**src/core/asr_pkg.sv**
```systemverilog
package asr_pkg;

	// ------------------------------------------------------------
	// geometry
	// ------------------------------------------------------------
	localparam int ADDR_W = 18;
	localparam int DATA_W = 16;

	// ------------------------------------------------------------
	// timing (ps) and derived cycle counts at 25 MHz
	// ------------------------------------------------------------
	localparam int CLK_PS = 40000;
	// write strobe width with output enable low, slow grade (worst case)
	localparam int T_WE_PULSE_PS = 10000;
	// address and lane setup to write end, slow grade
	localparam int T_ADDR_SETUP_PS = 8000;
	// data setup to write end, slow grade
	localparam int T_DATA_SETUP_PS = 6000;
	// address access time, slow grade
	localparam int T_ACCESS_PS = 10000;
	// least write low time: round up, at least one cycle
	localparam int WR_CYC_RAW = (T_WE_PULSE_PS + CLK_PS - 1) / CLK_PS;
	localparam int WR_CYC = (WR_CYC_RAW < 1) ? 1 : WR_CYC_RAW;
	// read wait: access time rounded up, plus one cycle for input sampling
	localparam int RD_CYC_RAW = (T_ACCESS_PS + CLK_PS - 1) / CLK_PS;
	localparam int RD_CYC = ((RD_CYC_RAW < 1) ? 1 : RD_CYC_RAW) + 1;
	localparam int CNT_W = 4;

	// ------------------------------------------------------------
	// states
	// ------------------------------------------------------------
	typedef enum logic [4:0] {
		ASR_IDLE  = 5'b00001,
		ASR_WSET  = 5'b00010,
		ASR_WLOW  = 5'b00100,
		ASR_RWAIT = 5'b01000,
		ASR_DONE  = 5'b10000
	} asr_state_t;

endpackage

```
**src/core/asr_host.sv**
```systemverilog
`timescale 1ns/1ns
// Operation
// - all controls are valid before a write starts, and raising any one of them ends it.
// - write data is held stable for the setup before and hold after the write-ending edge.
// - the address is stable at least the address setup time before the write ends.
// - the address may change as soon as the write ends since its hold is zero.
// - the lane selects are valid at least the lane setup time before the write ends.
// - with output enable low the write strobe is held low at least the long pulse width.
// - the write strobe stays high throughout every read cycle.
// - for a read started by chip select the address is valid no later than chip select falling.
module asr_host (
	input wire logic clk_i,
	input wire logic rst_i,
	input wire logic req_valid_i,
	input wire logic req_write_i,
	input wire logic [asr_pkg::ADDR_W-1:0] req_addr_i,
	input wire logic [asr_pkg::DATA_W-1:0] req_wdata_i,
	input wire logic [1:0] req_be_i,
	output logic req_ready_o,
	output logic rsp_valid_o,
	output logic [asr_pkg::DATA_W-1:0] rsp_rdata_o,
	output logic [asr_pkg::ADDR_W-1:0] mem_addr_o,
	output logic chip_select_n_o,
	output logic output_enable_n_o,
	output logic write_enable_n_o,
	output logic low_byte_select_n_o,
	output logic high_byte_select_n_o,
	input wire logic [asr_pkg::DATA_W-1:0] mem_data_i,
	output logic [asr_pkg::DATA_W-1:0] mem_data_o,
	output logic mem_data_oe_o
);

	// ------------------------------------------------------------
	// state
	// ------------------------------------------------------------
	asr_pkg::asr_state_t state_q;
	asr_pkg::asr_state_t state_d;
	logic [asr_pkg::CNT_W-1:0] cnt_q;
	logic write_q;
	logic [1:0] be_q;
	logic take;
	logic cnt_zero;

	assign req_ready_o = (state_q == asr_pkg::ASR_IDLE);
	assign take = req_valid_i && req_ready_o;
	assign cnt_zero = (cnt_q == '0);

	always_comb begin
		state_d = state_q;
		unique case (state_q)
			asr_pkg::ASR_IDLE: begin
				if (take) begin
					state_d = req_write_i ? asr_pkg::ASR_WSET : asr_pkg::ASR_RWAIT;
				end
			end
			asr_pkg::ASR_WSET: begin
				state_d = asr_pkg::ASR_WLOW;
			end
			asr_pkg::ASR_WLOW: begin
				if (cnt_zero) begin
					state_d = asr_pkg::ASR_DONE;
				end
			end
			asr_pkg::ASR_RWAIT: begin
				if (cnt_zero) begin
					state_d = asr_pkg::ASR_DONE;
				end
			end
			asr_pkg::ASR_DONE: begin
				state_d = asr_pkg::ASR_IDLE;
			end
			default: begin
				state_d = asr_pkg::ASR_IDLE;
			end
		endcase
	end

	always_ff @(posedge clk_i or posedge rst_i) begin
		if (rst_i) begin
			state_q <= asr_pkg::ASR_IDLE;
		end else begin
			state_q <= state_d;
		end
	end

	// ------------------------------------------------------------
	// cycle counter
	// ------------------------------------------------------------
	always_ff @(posedge clk_i or posedge rst_i) begin
		if (rst_i) begin
			cnt_q <= '0;
		end else if (take && !req_write_i) begin
			cnt_q <= asr_pkg::CNT_W'(asr_pkg::RD_CYC - 1);
		end else if (state_q == asr_pkg::ASR_WSET) begin
			cnt_q <= asr_pkg::CNT_W'(asr_pkg::WR_CYC - 1);
		end else if (!cnt_zero) begin
			cnt_q <= cnt_q - 1'b1;
		end
	end

	// ------------------------------------------------------------
	// address, data and lanes latched at acceptance
	// ------------------------------------------------------------
	// address, data and latched lanes change only in idle, so they stand a full
	// cycle before the strobe falls; address and data stand through its rising edge, the lane selects rise with it
	always_ff @(posedge clk_i or posedge rst_i) begin
		if (rst_i) begin
			mem_addr_o <= '0;
			mem_data_o <= '0;
			write_q <= 1'b0;
			be_q <= 2'b00;
		end else if (take) begin
			mem_addr_o <= req_addr_i;
			mem_data_o <= req_wdata_i;
			write_q <= req_write_i;
			be_q <= req_write_i ? req_be_i : 2'b11;
		end
	end

	// ------------------------------------------------------------
	// decode helpers
	// ------------------------------------------------------------
	// the memory is selected in every state of a transfer except its last
	function automatic logic is_busy(input asr_pkg::asr_state_t s);
		return (s == asr_pkg::ASR_WSET) || (s == asr_pkg::ASR_WLOW) || (s == asr_pkg::ASR_RWAIT);
	endfunction

	// at acceptance the request decides the lane, reads open both lanes,
	// later cycles keep what was latched
	function automatic logic lane_on(input logic taken, input logic wr, input logic req_bit,
		input logic held_bit);
		logic on;
		if (taken) begin
			on = !wr || req_bit;
		end else begin
			on = held_bit;
		end
		return on;
	endfunction

	logic busy_d;
	logic [1:0] lane_d;

	assign busy_d = is_busy(state_d);
	assign lane_d[0] = busy_d &&
		lane_on(take, req_write_i, req_be_i[0], be_q[0]);
	assign lane_d[1] = busy_d &&
		lane_on(take, req_write_i, req_be_i[1], be_q[1]);

	// ------------------------------------------------------------
	// pin strobes
	// ------------------------------------------------------------
	// write strobe low only in the timed write state; its rise ends the
	// write while address and data still stand
	always_ff @(posedge clk_i or posedge rst_i) begin
		if (rst_i) begin
			write_enable_n_o <= 1'b1;
		end else begin
			write_enable_n_o <= !(state_d == asr_pkg::ASR_WLOW);
		end
	end

	always_ff @(posedge clk_i or posedge rst_i) begin
		if (rst_i) begin
			chip_select_n_o <= 1'b1;
		end else begin
			chip_select_n_o <= !busy_d;
		end
	end

	// output enable stays high through writes, so the memory never drives
	// against us while the strobe is low
	always_ff @(posedge clk_i or posedge rst_i) begin
		if (rst_i) begin
			output_enable_n_o <= 1'b1;
		end else begin
			output_enable_n_o <= !(state_d == asr_pkg::ASR_RWAIT);
		end
	end

	always_ff @(posedge clk_i or posedge rst_i) begin
		if (rst_i) begin
			low_byte_select_n_o <= 1'b1;
			high_byte_select_n_o <= 1'b1;
		end else begin
			low_byte_select_n_o <= !lane_d[0];
			high_byte_select_n_o <= !lane_d[1];
		end
	end

	// bus driven through the strobe's rise and released a cycle after,
	// so the memory output turn-on can never meet our drive
	always_ff @(posedge clk_i or posedge rst_i) begin
		if (rst_i) begin
			mem_data_oe_o <= 1'b0;
		end else begin
			mem_data_oe_o <= (state_d == asr_pkg::ASR_WSET || state_d == asr_pkg::ASR_WLOW ||
				(state_d == asr_pkg::ASR_DONE && write_q));
		end
	end

	// ------------------------------------------------------------
	// read data and completion
	// ------------------------------------------------------------
	always_ff @(posedge clk_i or posedge rst_i) begin
		if (rst_i) begin
			rsp_valid_o <= 1'b0;
		end else begin
			rsp_valid_o <= (state_d == asr_pkg::ASR_DONE);
		end
	end

	// sampled a full cycle after the access time has run out; stands until
	// the next read ends
	always_ff @(posedge clk_i or posedge rst_i) begin
		if (rst_i) begin
			rsp_rdata_o <= '0;
		end else if (state_q == asr_pkg::ASR_RWAIT && cnt_zero) begin
			rsp_rdata_o <= mem_data_i;
		end
	end

endmodule // asr_host

```
**config.mk**
```make
export PLATFORM = sky130hd
export DESIGN_NAME = asr_host
export DESIGN_NICKNAME = d
export VERILOG_FILES = /design/src/core/asr_pkg.sv /design/src/core/asr_host.sv
export SDC_FILE = /design/constraint.sdc
export NUM_CORES = 1
export LEC_CHECK = 0
export ABC_AREA = 0
export BUFFER_PORTS_ARGS = -buffer_cell sky130_fd_sc_hd__buf_2
export CAP_MARGIN = 20
export CORE_MARGIN = 1
export CORE_UTILIZATION = 43
export CTS_CLUSTER_SIZE = 12
export DETAILED_ROUTE_END_ITERATION = 8
export GPL_ROUTABILITY_DRIVEN = 0
export PLACE_DENSITY = 0.75
export SETUP_SLACK_MARGIN = 0.02
export SLEW_MARGIN = 20
export SYNTH_ARGS = -nofsm -noshare
export SYNTH_HDL_FRONTEND = slang
export SYNTH_SLANG_ARGS = --single-unit
```
**constraint.sdc**
```tcl
create_clock -name clk_i -period 1.7 [get_ports clk_i]
set_input_delay 0.085 -clock clk_i [delete_from_list [all_inputs] [get_ports clk_i]]
set_output_delay 0.085 -clock clk_i [all_outputs]
set_load 0.03 [all_outputs]
```
==> summary.txt, run 1 <==
outcome: complete, but fails checks
violated checks: DRC, setup timing
floorplan die width: 84 um
Synth Warn #: 0
arrival time at the worst endpoint: 1.97 ns
cell area after layout: 4530 um^2
Post-Synthesis Cells: 179
RSZ-0062 raised after global routing: yes
type of the tightest min-delay check: in -> reg
global routing usage summed across all routing layers: 21.0%
sequential share of power: 31.6%
proportion of layout cells with a drive suffix above 1: 58.0%
top cells by instance count after synthesis: dfrtp_1 (63), mux2_4 (30), mux2_2 (20)
master cell of the clock root buffer: clkbuf_8
count of placed standard cells in the final layout, fillers left out: 453
Cell Rows: 29
1st-iter DRT viols: 74
switching share of total power: 39.3%
height of the die: 84 um
least setup slack across all paths after layout: -0.0583 ns
data required time of the critical path: 1.91 ns
library cell with the highest instance count after synthesis: dfrtp_1
placed cells: 381
total design power: 9.12 mW
slew margin rel.: 69.4%
maximum buffer depth of the clock tree: 2
DIE AREA: 7060 um^2
post-synth top area cell: dfrtp_1
worst clock skew on the final layout: 0.00859 ns
net switching power of the design: 3.58 mW
mean post-synth cell area: 16.2 um^2
CP Launch Type: flip-flop
largest net degree at the start of global routing: 38
slack of the worst reg-to-reg path: -0.06 ns
clock latency reported for the late side of the worst-skew pair: 0.34 ns
clock tree from TritonCTS: yes
antenna-violating nets left: 0
number of antenna violations at the first check in global routing: 0
number of hold violations in the final report: 0
worst vdd rail ir drop: 1.26 mV
relative contribution of the clock network to total power: 17.5%
initial core utilization: 45.0%
post-layout utilization of the core: 70.5%
first-pass detailed-route iteration total: 6
Synth Cell Area: 2890 um^2
max-slew violation count: 0
worst setup timing slack at the placement stage: -0.0762 ns
Avg WL per Cell: 15.4 um
via count: 2,219
# H-tree levels: 3
final critical-path share of the clock period: 103%
power density over the cells: 2010 nW/um^2
destination of the critical timing path: cnt_q[1]$_DFFE_PP0P_
number of DRC violations after detailed routing: 20
maximum fanout along the worst path: 4
count of input and output buffers: 113
number of setup violations in the final report: 34
endpoint of the most critical register-to-register path: cnt_q[1]$_DFFE_PP0P_
DR vias/cell: 4.90
r2r worst-path depth: 5
cell internal power dissipation: 5.54 mW
number of global-route vias before repair: 2,305
proportion of register bits with asynchronous set or reset after synthesis: 100%
clock buffer count from CTS: 9
number of nets in the synthesized netlist: 237
Worst Setup SP: state_q[3]$_DFF_PP0_
kind of capture point of the worst setup path: flip-flop
number of ports placed on the die boundary: 114
Final #Nets: 429
fraction of post-synthesis cell area in the top cell type by area: 54.5%
Layout area overhead: 56.6%
number of flops mapped to enable cells by yosys: 0
synth top area cells: dfrtp_1 (55%), mux2_4 (16%), mux2_2 (7.8%), dfstp_2 (5.5%), buf_12 (2.1%)
global-route wire length before repair: 11,400 um
detailed placer's ending HPWL: 4200 um
combinational cell fraction of total power: 50.9%
transition time of the tightest slew-check pin: 0.460 ns
total global routing overflow: 0
total core area: 6420 um^2
CTS sink cnt: 69
shortest period the worst path allows: 1.76 ns
Final Hold Slack: 0.0619 ns
ys flop type: dfrtp_1
number of violations of the max-capacitance limit: 0
sequential area share after synthesis: 60.0%
Fmax achieved: 0.569 GHz
TNS Setup: -0.987 ns
flip-flop and latch count after synthesis: 69
diodes inserted: 0
kind of critical path: reg -> reg
number of library cell types mapped by synthesis: 34
Placed Instance Area: 3650 um^2
CTS clock-pin slew for the worst setup and hold paths: 0.07 ns
total length of routed wires: 6980 um
startpoint of the lowest-slack register-to-register path: state_q[3]$_DFF_PP0_
leakage component of the power: 2.23 nW
worst max-delay path: stages, from the launching register on:
cell	delay [ns]
dfrtp_1	0.38
buf_4	0.14
or4b_2	0.73
o32ai_1	0.18
buf_4	0.17
a211oi_1	0.04
kinds of logic (layout without fill, tap and decap cells):
logic type	count (synthesis)	count (layout)	share of synthesized area (%)
simple gates	29	29	7.23
buf+inv	8	205	2.77
fa+ha+maj	2	2	0.865
compound gates	17	17	4.59
flops	69	69	60.0
mux	50	50	23.4
xor+xnor	4	4	1.21
state kept, by name, indices dropped and copies added, names as in the netlist:
signal and flops:
high_byte_select_n_o 1, mem_addr_o 18, output_enable_n_o 1, rsp_valid_o 1, be_q 2, cnt_q 4, low_byte_select_n_o 1, state_q 5
chip_select_n_o 1, rsp_rdata_o 16, write_enable_n_o 1, mem_data_o 16, write_q 1, mem_data_oe_o 1
power groups by stage:
stage	registers (mW)	logic, mW	clock network [mW]
final	2.88	4.64	1.60
after global routing	2.97	4.91	1.71
after floorplan	4.21	1.79	0
after detailed placement	2.87	4.31	0
after CTS	2.86	4.58	1.64
after global placement	2.86	4.23	0
final cells by class:
| class | instances | area (um^2) |
|---|---|---|
| multi-input combinational | 102 | 1140 |
| timing repair buffer | 185 | 1300 |
| clock buffer | 12 | 145 |
| clock inverter | 4 | 95.1 |
| fill | 434 | 1890 |
| inverter | 4 | 18.8 |
| sequential | 69 | 1730 |
| tap | 77 | 96.3 |
routing by layer:
metal	vias up	track usage [%]	part of all wire [%]
li1	1031	-	-
met1	1092	24.7	41
met2	85	36.5	52
met3	11	5.34	5.9
met4	0	8.46	1.5
met5	-	0	0
cells in the final DEF (no fill, tap or decap), drive strengths merged, types with 2 or more instances in the layout:
cell / instances
buf: 134
dfrtp: 63
dlygate4sd3: 51
mux2: 50
clkbuf: 12
nor2: 7
dfstp: 6
nor3: 6
xnor2: 4
nand2b: 3
a21o: 3
bufinv: 3
inv: 3
o2bb2ai: 2
o221ai: 2
o21a: 2
ha: 2
nand2: 2
and2: 2
o22ai: 2
o32ai: 2
how the worst min path moves through the flow:
stage	cells after the start	slack [ns]	from	to
after floorplan	1	0.18	req_write_i	state_q[3]$_DFF_PP0_
after global placement	3	0.22	rst_i	mem_data_o[5]$_DFFE_PP0P_
after global routing	2	0.08	req_write_i	output_enable_n_o$_DFF_PP1_
after CTS	2	0.02	req_write_i	state_q[3]$_DFF_PP0_
after detailed placement	3	0.23	rst_i	cnt_q[2]$_DFFE_PP0P_
final	2	0.06	req_write_i	state_q[3]$_DFF_PP0_
repair_timing:
item                       CTS  global route
pin swaps                    1             2
hold buffers                51             0
resized for setup           12             4
setup endpoints to repair   56            62
hold endpoints to repair   113             0
setup buffers                3             2
Power figures use the tool's default switching activity.
==> run 2, diff against run 1 <==
--- a/config.mk
+++ b/config.mk
@@ -9,11 +9,10 @@
 export BUFFER_PORTS_ARGS = -buffer_cell sky130_fd_sc_hd__buf_2
 export CAP_MARGIN = 20
 export CORE_MARGIN = 1
-export CORE_UTILIZATION = 43
+export CORE_UTILIZATION = 30
 export CTS_CLUSTER_SIZE = 12
 export DETAILED_ROUTE_END_ITERATION = 8
 export GPL_ROUTABILITY_DRIVEN = 0
-export PLACE_DENSITY = 0.75
 export SETUP_SLACK_MARGIN = 0.02
 export SLEW_MARGIN = 20
 export SYNTH_ARGS = -nofsm -noshare
==> summary.txt, run 2 (synthesis results as in run 1) <==
number of cells on the worst hold path: 2 (unchanged)
DIE AREA: 10,000 um^2 (+42%)
CP Launch Type: flip-flop
proportion of layout cells with a drive suffix above 1: 59.2% (+1.2 points)
beginning of the worst hold path: req_write_i
hold path endpoint: state_q[3]$_DFF_PP0_
number of hold violations in the final report: 0 (unchanged)
switching share of total power: 39.7% (+0.42 points)
violated checks: setup timing
total design power: 9.13 mW (about the same)
clock buffer count from CTS: 9 (unchanged)
initial core utilization: 31.1% (-14 points)
Final Hold Slack: 0.0575 ns (-0.00440 ns)
met3 routing resource usage after global routing: 3.48% (-1.9 points)
via count: 2,218 (-0.045%)
detailed placer's ending HPWL: 4300 um (+2.3%)
grt met1 use: 15.8% (-8.9 points)
relative contribution of the clock network to total power: 17.5% (about the same)
number of setup violations in the final report: 35 (+2.9%)
total length of routed wires: 7100 um (+1.8%)
Max stage delay on crit path: 0.57 ns (-0.16 ns)
leakage component of the power: 2.27 nW (+1.6%)
type of the tightest min-delay check: in -> reg
data required time of the critical path: 1.93 ns (+0.02 ns)
floorplan die width: 100 um (+19%)
sequential share of power: 31.5% (about the same)
slack of the worst reg-to-reg path: -0.08 ns (-0.03 ns)
sequence of cells on the critical path: or4_4 > nor2_8 > buf_12 > mux2_2
kind of critical path: reg -> reg
kind of capture point of the worst setup path: flip-flop
WP buf/inv: 1 (-1)
clock tree from TritonCTS: yes
outcome: complete, but fails checks
top register by number of flip-flops: mem_addr_o
library cell contributing the largest single delay on the critical path: or4_4
maximum fanout along the worst path: 17 (+13)
diodes inserted: 0 (unchanged)
clock latency reported for the late side of the worst-skew pair: 0.34 ns (about the same)
total global routing overflow: 0 (unchanged)
global-route wire length before repair: 10,600 um (-7.3%)
transition time of the tightest slew-check pin: 0.642 ns (+0.182 ns)
Avg WL per Cell: 13.9 um (-9.8%)
master cell of the clock root buffer: clkbuf_8
height of the die: 100 um (+19%)
largest net degree at the start of global routing: 28 (-26%)
total core area: 9280 um^2 (+45%)
placed cells: 436 (+14%)
global routing usage summed across all routing layers: 13.7% (-7.3 points)
worst setup timing slack at the placement stage: -0.0751 ns (+0.00113 ns)
endpoint of the most critical register-to-register path: mem_addr_o[1]$_DFFE_PP0P_
commonest cells after routing, fill and taps aside: buf_2 (112), dfrtp_1 (63), dlygate4sd3_1 (51), mux2_4 (32)
number of global-route vias before repair: 2,272 (-1.4%)
shortest period the worst path allows: 1.78 ns (+0.0264 ns)
arrival time at the worst endpoint: 2.02 ns (+0.05 ns)
Fmax achieved: 0.560 GHz (-1.5%)
antenna-violating nets left: 0 (unchanged)
met2 demand-to-capacity share in global routing: 23.7% (-13 points)
DR vias/cell: 4.34 (-11%)
biggest registers after layout: mem_addr_o (18), mem_data_o (16), rsp_rdata_o (16)
Layout area overhead: 61.5%
startpoint of the lowest-slack register-to-register path: state_q[3]$_DFF_PP0_
CTS clock-pin slew for the worst setup and hold paths: 0.08 ns (about the same)
number of violations of the max-capacitance limit: 0 (unchanged)
worst vdd rail ir drop: 0.671 mV (-47%)
CTS sink cnt: 69 (unchanged)
cell internal power dissipation: 5.50 mW (-0.60%)
count of placed standard cells in the final layout, fillers left out: 511 (+13%)
cell class contributing the biggest share of worst-path delay: simple AND/OR/NAND/NOR gates
maximum buffer depth of the clock tree: 2 (unchanged)
power density over the cells: 1950 nW/um^2 (-2.9%)
number of ports placed on the die boundary: 114 (unchanged)
net switching power of the design: 3.62 mW (+1.1%)
combinational cell fraction of total power: 51.1% (+0.2 points)
r2r worst-path depth: 4 (-1)
Final #Nets: 435 (+1.4%)
flip-flop count of the largest register after layout: 18 (unchanged)
global routing's busiest layer: met2
max-slew violation count: 0 (unchanged)
worst clock skew on the final layout: 0.0114 ns (+0.00281 ns)
slew margin rel.: 57.1% (-12 points)
first-pass detailed-route iteration total: 4 (-2)
1st-iter DRT viols: 58 (-22%)
Cell Rows: 35 (+21%)
RSZ-0062 raised after global routing: yes
final critical-path share of the clock period: 105% (+1.6 points)
number of DRC violations after detailed routing: 0 (-100%)
count of input and output buffers: 113 (unchanged)
# H-tree levels: 3 (unchanged)
commonest non-fill, non-tap cell in the layout: buf_2
least setup slack across all paths after layout: -0.0847 ns (-0.0264 ns)
number of antenna violations at the first check in global routing: 0 (unchanged)
## run 2: changes by cell type in the layout (fill, tap and decap cells not counted), sizes merged
cell      change
buf           +5
clkbuf        -1
clkinv        +1
clkinvlp      +1
## run 2: area by class of cell
class                   instances  area, um^2
fillers                       837        4610
flip-flops and latches         69        1730
repair buffers                191        1380
multi-input cells             102        1140
well taps                     129         161
clock buffers                  10         128
clock inverters                 6         111
inverters                       4        18.8
## run 2: through the flow
step / setup TNS (ns) / utilization, % / instance area, um^2
2_1_floorplan: -1.25 / - / 2900
3_3_place_gp: -0.389 / 40.4 / 3750
3_5_place_dp: -1.77 / 40.4 / 3750
4_1_cts: -1.56 / 48.9 / 4540
5_1_grt: -3.32 / 50.3 / 4670
6_report: -1.81 / 50.3 / 4670
## run 2: metal layers
metal	share of wire (%)	wire length, um	up-vias
met2	50	3540	77
met4	2.1	149	0
li1	-	-	1039
met5	0	0	-
met3	5.7	407	14
met1	42	3010	1088
## run 2: worst max path at each step
stage | cells after the start | start | end | slack [ns]
CTS | 4 | state_q[1]$_DFF_PP0_ | mem_addr_o[1]$_DFFE_PP0P_ | -0.07
global route | 4 | state_q[1]$_DFF_PP0_ | mem_addr_o[1]$_DFFE_PP0P_ | -0.10
global placement | 4 | state_q[1]$_DFF_PP0_ | mem_addr_o[1]$_DFFE_PP0P_ | -0.03
finish | 4 | state_q[3]$_DFF_PP0_ | mem_addr_o[1]$_DFFE_PP0P_ | -0.08
detailed placement | 4 | state_q[1]$_DFF_PP0_ | mem_addr_o[2]$_DFFE_PP0P_ | -0.08
floorplan | 4 | state_q[3]$_DFF_PP0_ | mem_addr_o[10]$_DFFE_PP0P_ | -0.04
## run 2: what timing repair did
| item | 4_1_cts | 5_1_grt |
|---|---|---|
| endpoints found under the setup margin | 55 | 59 |
| cloned | 0 | 1 |
| pin swaps | 1 | 2 |
| resized for setup | 5 | 11 |
| hold endpoints to repair | 73 | 0 |
| hold buffers | 51 | 0 |
| setup buffers | 1 | 6 |
## run 2: worst reg2reg max path: cells and delay by family (launching register included)
kind	cells	cell delay, ns
buffers and inverters	1	0.19
flip-flops	1	0.42
multiplexers	1	0.35
AND/OR/NAND/NOR	2	0.71
## run 2: power by group through the flow
| stage | combinational [mW] | clock (mW) | sequential [mW] |
|---|---|---|---|
| 2_1_floorplan | 1.79 | 0 | 4.21 |
| 6_report | 4.66 | 1.59 | 2.87 |
| 3_3_place_gp | 4.29 | 0 | 2.86 |
| 4_1_cts | 4.50 | 1.65 | 2.86 |
| 5_1_grt | 4.93 | 1.73 | 2.96 |
| 3_5_place_dp | 4.34 | 0 | 2.88 |
==> run 3, diff against run 2 <==
--- a/config.mk
+++ b/config.mk
@@ -8,6 +8,7 @@
 export ABC_AREA = 0
 export BUFFER_PORTS_ARGS = -buffer_cell sky130_fd_sc_hd__buf_2
 export CAP_MARGIN = 20
+export CORE_ASPECT_RATIO = 1.1
 export CORE_MARGIN = 1
 export CORE_UTILIZATION = 30
 export CTS_CLUSTER_SIZE = 12
==> summary.txt, run 3 (synthesis results as in run 1) <==
proportion of layout cells with a drive suffix above 1: 59.5% (+0.31 points)
count of placed standard cells in the final layout, fillers left out: 497 (-2.7%)
transition time of the tightest slew-check pin: 0.547 ns (-0.0953 ns)
floorplan die width: 95.6 um (-4.6%)
total length of routed wires: 6990 um (-1.6%)
least setup slack across all paths after layout: -0.0379 ns (+0.0468 ns)
kind of critical path: reg -> reg
total global routing overflow: 0 (unchanged)
Layout area overhead: 56.7%
clock tree from TritonCTS: yes
CTS sink cnt: 69 (unchanged)
initial core utilization: 30.9% (-0.23 points)
type of the tightest min-delay check: in -> reg
Avg WL per Cell: 14.1 um (+1.1%)
count of input and output buffers: 113 (unchanged)
total design power: 8.64 mW (-5.3%)
flip-flop count of the largest register after layout: 18 (unchanged)
number of antenna violations at the first check in global routing: 0 (unchanged)
worst clock skew on the final layout: 0.00829 ns (-0.00311 ns)
clock latency reported for the late side of the worst-skew pair: 0.34 ns (about the same)
worst vdd rail ir drop: 0.778 mV (+16%)
leakage component of the power: 2.22 nW (-2.1%)
number of hold violations in the final report: 0 (unchanged)
kind of capture point of the worst setup path: flip-flop
placed cells: 423 (-3.0%)
number of global-route vias before repair: 2,316 (+1.9%)
Final Hold Slack: 0.0624 ns (+0.00493 ns)
number of DRC violations after detailed routing: 0 (unchanged)
Fmax achieved: 0.575 GHz (+2.7%)
CTS clock-pin slew for the worst setup and hold paths: 0.07 ns (about the same)
maximum fanout along the worst path: 6 (-11)
clock buffer count from CTS: 9 (unchanged)
RSZ-0062 raised after global routing: yes
detailed placer's ending HPWL: 4400 um (+2.3%)
beginning of the worst hold path: req_write_i
met3 wirelength from detailed routing: 349 um (-14%)
via count: 2,198 (-0.90%)
violated checks: setup timing
post-layout utilization of the core: 48.5% (-1.8 points)
hold path endpoint: cnt_q[0]$_DFFE_PP0P_
largest net degree at the start of global routing: 44 (+57%)
sequence of cells on the critical path: or4_4 > nor2_8 > buf_4 > mux2_4
Routed met1 length: 2970 um (-1.2%)
global routing usage summed across all routing layers: 14.1% (+0.43 points)
antenna-violating nets left: 0 (unchanged)
number of ports placed on the die boundary: 114 (unchanged)
endpoint of the most critical register-to-register path: mem_addr_o[13]$_DFFE_PP0P_
total core area: 9350 um^2 (+0.73%)
commonest cells after routing, fill and taps aside: buf_2 (112), dfrtp_1 (63), dlygate4sd3_1 (51), mux2_4 (33), buf_4 (20)
number of violations of the max-capacitance limit: 0 (unchanged)
library cell contributing the largest single delay on the critical path: or4_4
number of setup violations in the final report: 27 (-23%)
DR vias/cell: 4.42 (+1.9%)
maximum buffer depth of the clock tree: 2 (unchanged)
Max stage delay on crit path: 0.56 ns (about the same)
biggest registers after layout: mem_addr_o (18), mem_data_o (16), rsp_rdata_o (16)
top register by number of flip-flops: mem_addr_o
Cell Rows: 37 (+5.7%)
# H-tree levels: 3 (unchanged)
CP Launch Type: flip-flop
1st-iter DRT viols: 40 (-31%)
outcome: complete, but fails checks
commonest non-fill, non-tap cell in the layout: buf_2
power density over the cells: 1910 nW/um^2 (-2.4%)
max-slew violation count: 0 (unchanged)
DIE AREA: 10,000 um^2 (about the same)
final critical-path share of the clock period: 102% (-2.8 points)
arrival time at the worst endpoint: 1.96 ns (-0.06 ns)
first-pass detailed-route iteration total: 4 (unchanged)
metal2 WL: 3510 um (-0.93%)
slew margin rel.: 63.6% (+6.4 points)
startpoint of the lowest-slack register-to-register path: state_q[3]$_DFF_PP0_
Final #Nets: 434 (-0.23%)
shortest period the worst path allows: 1.74 ns (-0.0468 ns)
diodes inserted: 0 (unchanged)
highest routed metal layer: met4
data required time of the critical path: 1.92 ns (about the same)
global-route wire length before repair: 10,800 um (+1.9%)
slack of the worst reg-to-reg path: -0.04 ns (+0.05 ns)
height of the die: 105 um (+4.8%)
TNS Setup: -0.670 ns (+1.14 ns)
number of cells on the worst hold path: 2 (unchanged)
r2r worst-path depth: 4 (unchanged)
master cell of the clock root buffer: clkbuf_8
==> run 3: through the flow <==
| stage | area (um^2) | setup slack (ns) |
|---|---|---|
| 3_3_place_gp | 3690 | -0.0316 |
| 6_report | 4530 | -0.0379 |
| 2_1_floorplan | 2900 | -0.0417 |
| 5_1_grt | 4530 | -0.0886 |
| 4_1_cts | 4410 | -0.0592 |
| 3_5_place_dp | 3690 | -0.109 |
==> run 3: layout make-up <==
| class | count | area [um^2] |
|---|---|---|
| Fill cell | 852 | 4820 |
| Sequential cell | 69 | 1730 |
| Timing Repair Buffer | 190 | 1330 |
| Multi-Input combinational cell | 102 | 1140 |
| Tap cell | 117 | 146 |
| Clock buffer | 10 | 128 |
| Clock inverter | 5 | 28.8 |
| Inverter | 4 | 18.8 |
==> run 3: where the power goes <==
group	switching (mW)	total [mW]	internal [mW]
Clock	0.595	1.11	0.513
Sequential	0.411	2.86	2.45
Combinational	2.59	4.67	2.08
Total	3.59	8.64	5.05
==> run 3: per-layer routing <==
metal,vias to the layer above,global-route usage (%)
met2,73,23.7
li1,1032,-
met3,16,3.93
met1,1077,16.5
met4,0,6.29
met5,-,0
==> run 3: worst max-delay path by stage <==
stage	endpoint	slack [ns]	cells after the start	from
2_1_floorplan	mem_addr_o[10]$_DFFE_PP0P_	-0.04	4	state_q[3]$_DFF_PP0_
5_1_grt	mem_data_o[14]$_DFFE_PP0P_	-0.09	4	state_q[1]$_DFF_PP0_
3_5_place_dp	rsp_rdata_o[5]$_DFFE_PP0P_	-0.11	5	cnt_q[1]$_DFFE_PP0P_
6_report	mem_addr_o[13]$_DFFE_PP0P_	-0.04	4	state_q[3]$_DFF_PP0_
4_1_cts	mem_addr_o[2]$_DFFE_PP0P_	-0.06	4	state_q[1]$_DFF_PP0_
3_3_place_gp	mem_addr_o[0]$_DFFE_PP0P_	-0.03	4	state_q[1]$_DFF_PP0_
==> run 3: critical path, delay by kind of cell (launching register included) <==
family                 cells  cell delay, ns
and+or+nand+nor            2            0.71
DFF                        1            0.40
muxes                      1            0.31
buffers and inverters      1            0.20
==> run 3: what timing repair did <==
action / CTS / global route
resized for setup: 4 / 15
hold buffers: 51 / 0
buffers inserted: 3 / 4
hold endpoints to repair: 113 / 0
gates cloned: 0 / 1
pin swaps: 1 / 4
setup endpoints to repair: 56 / 64
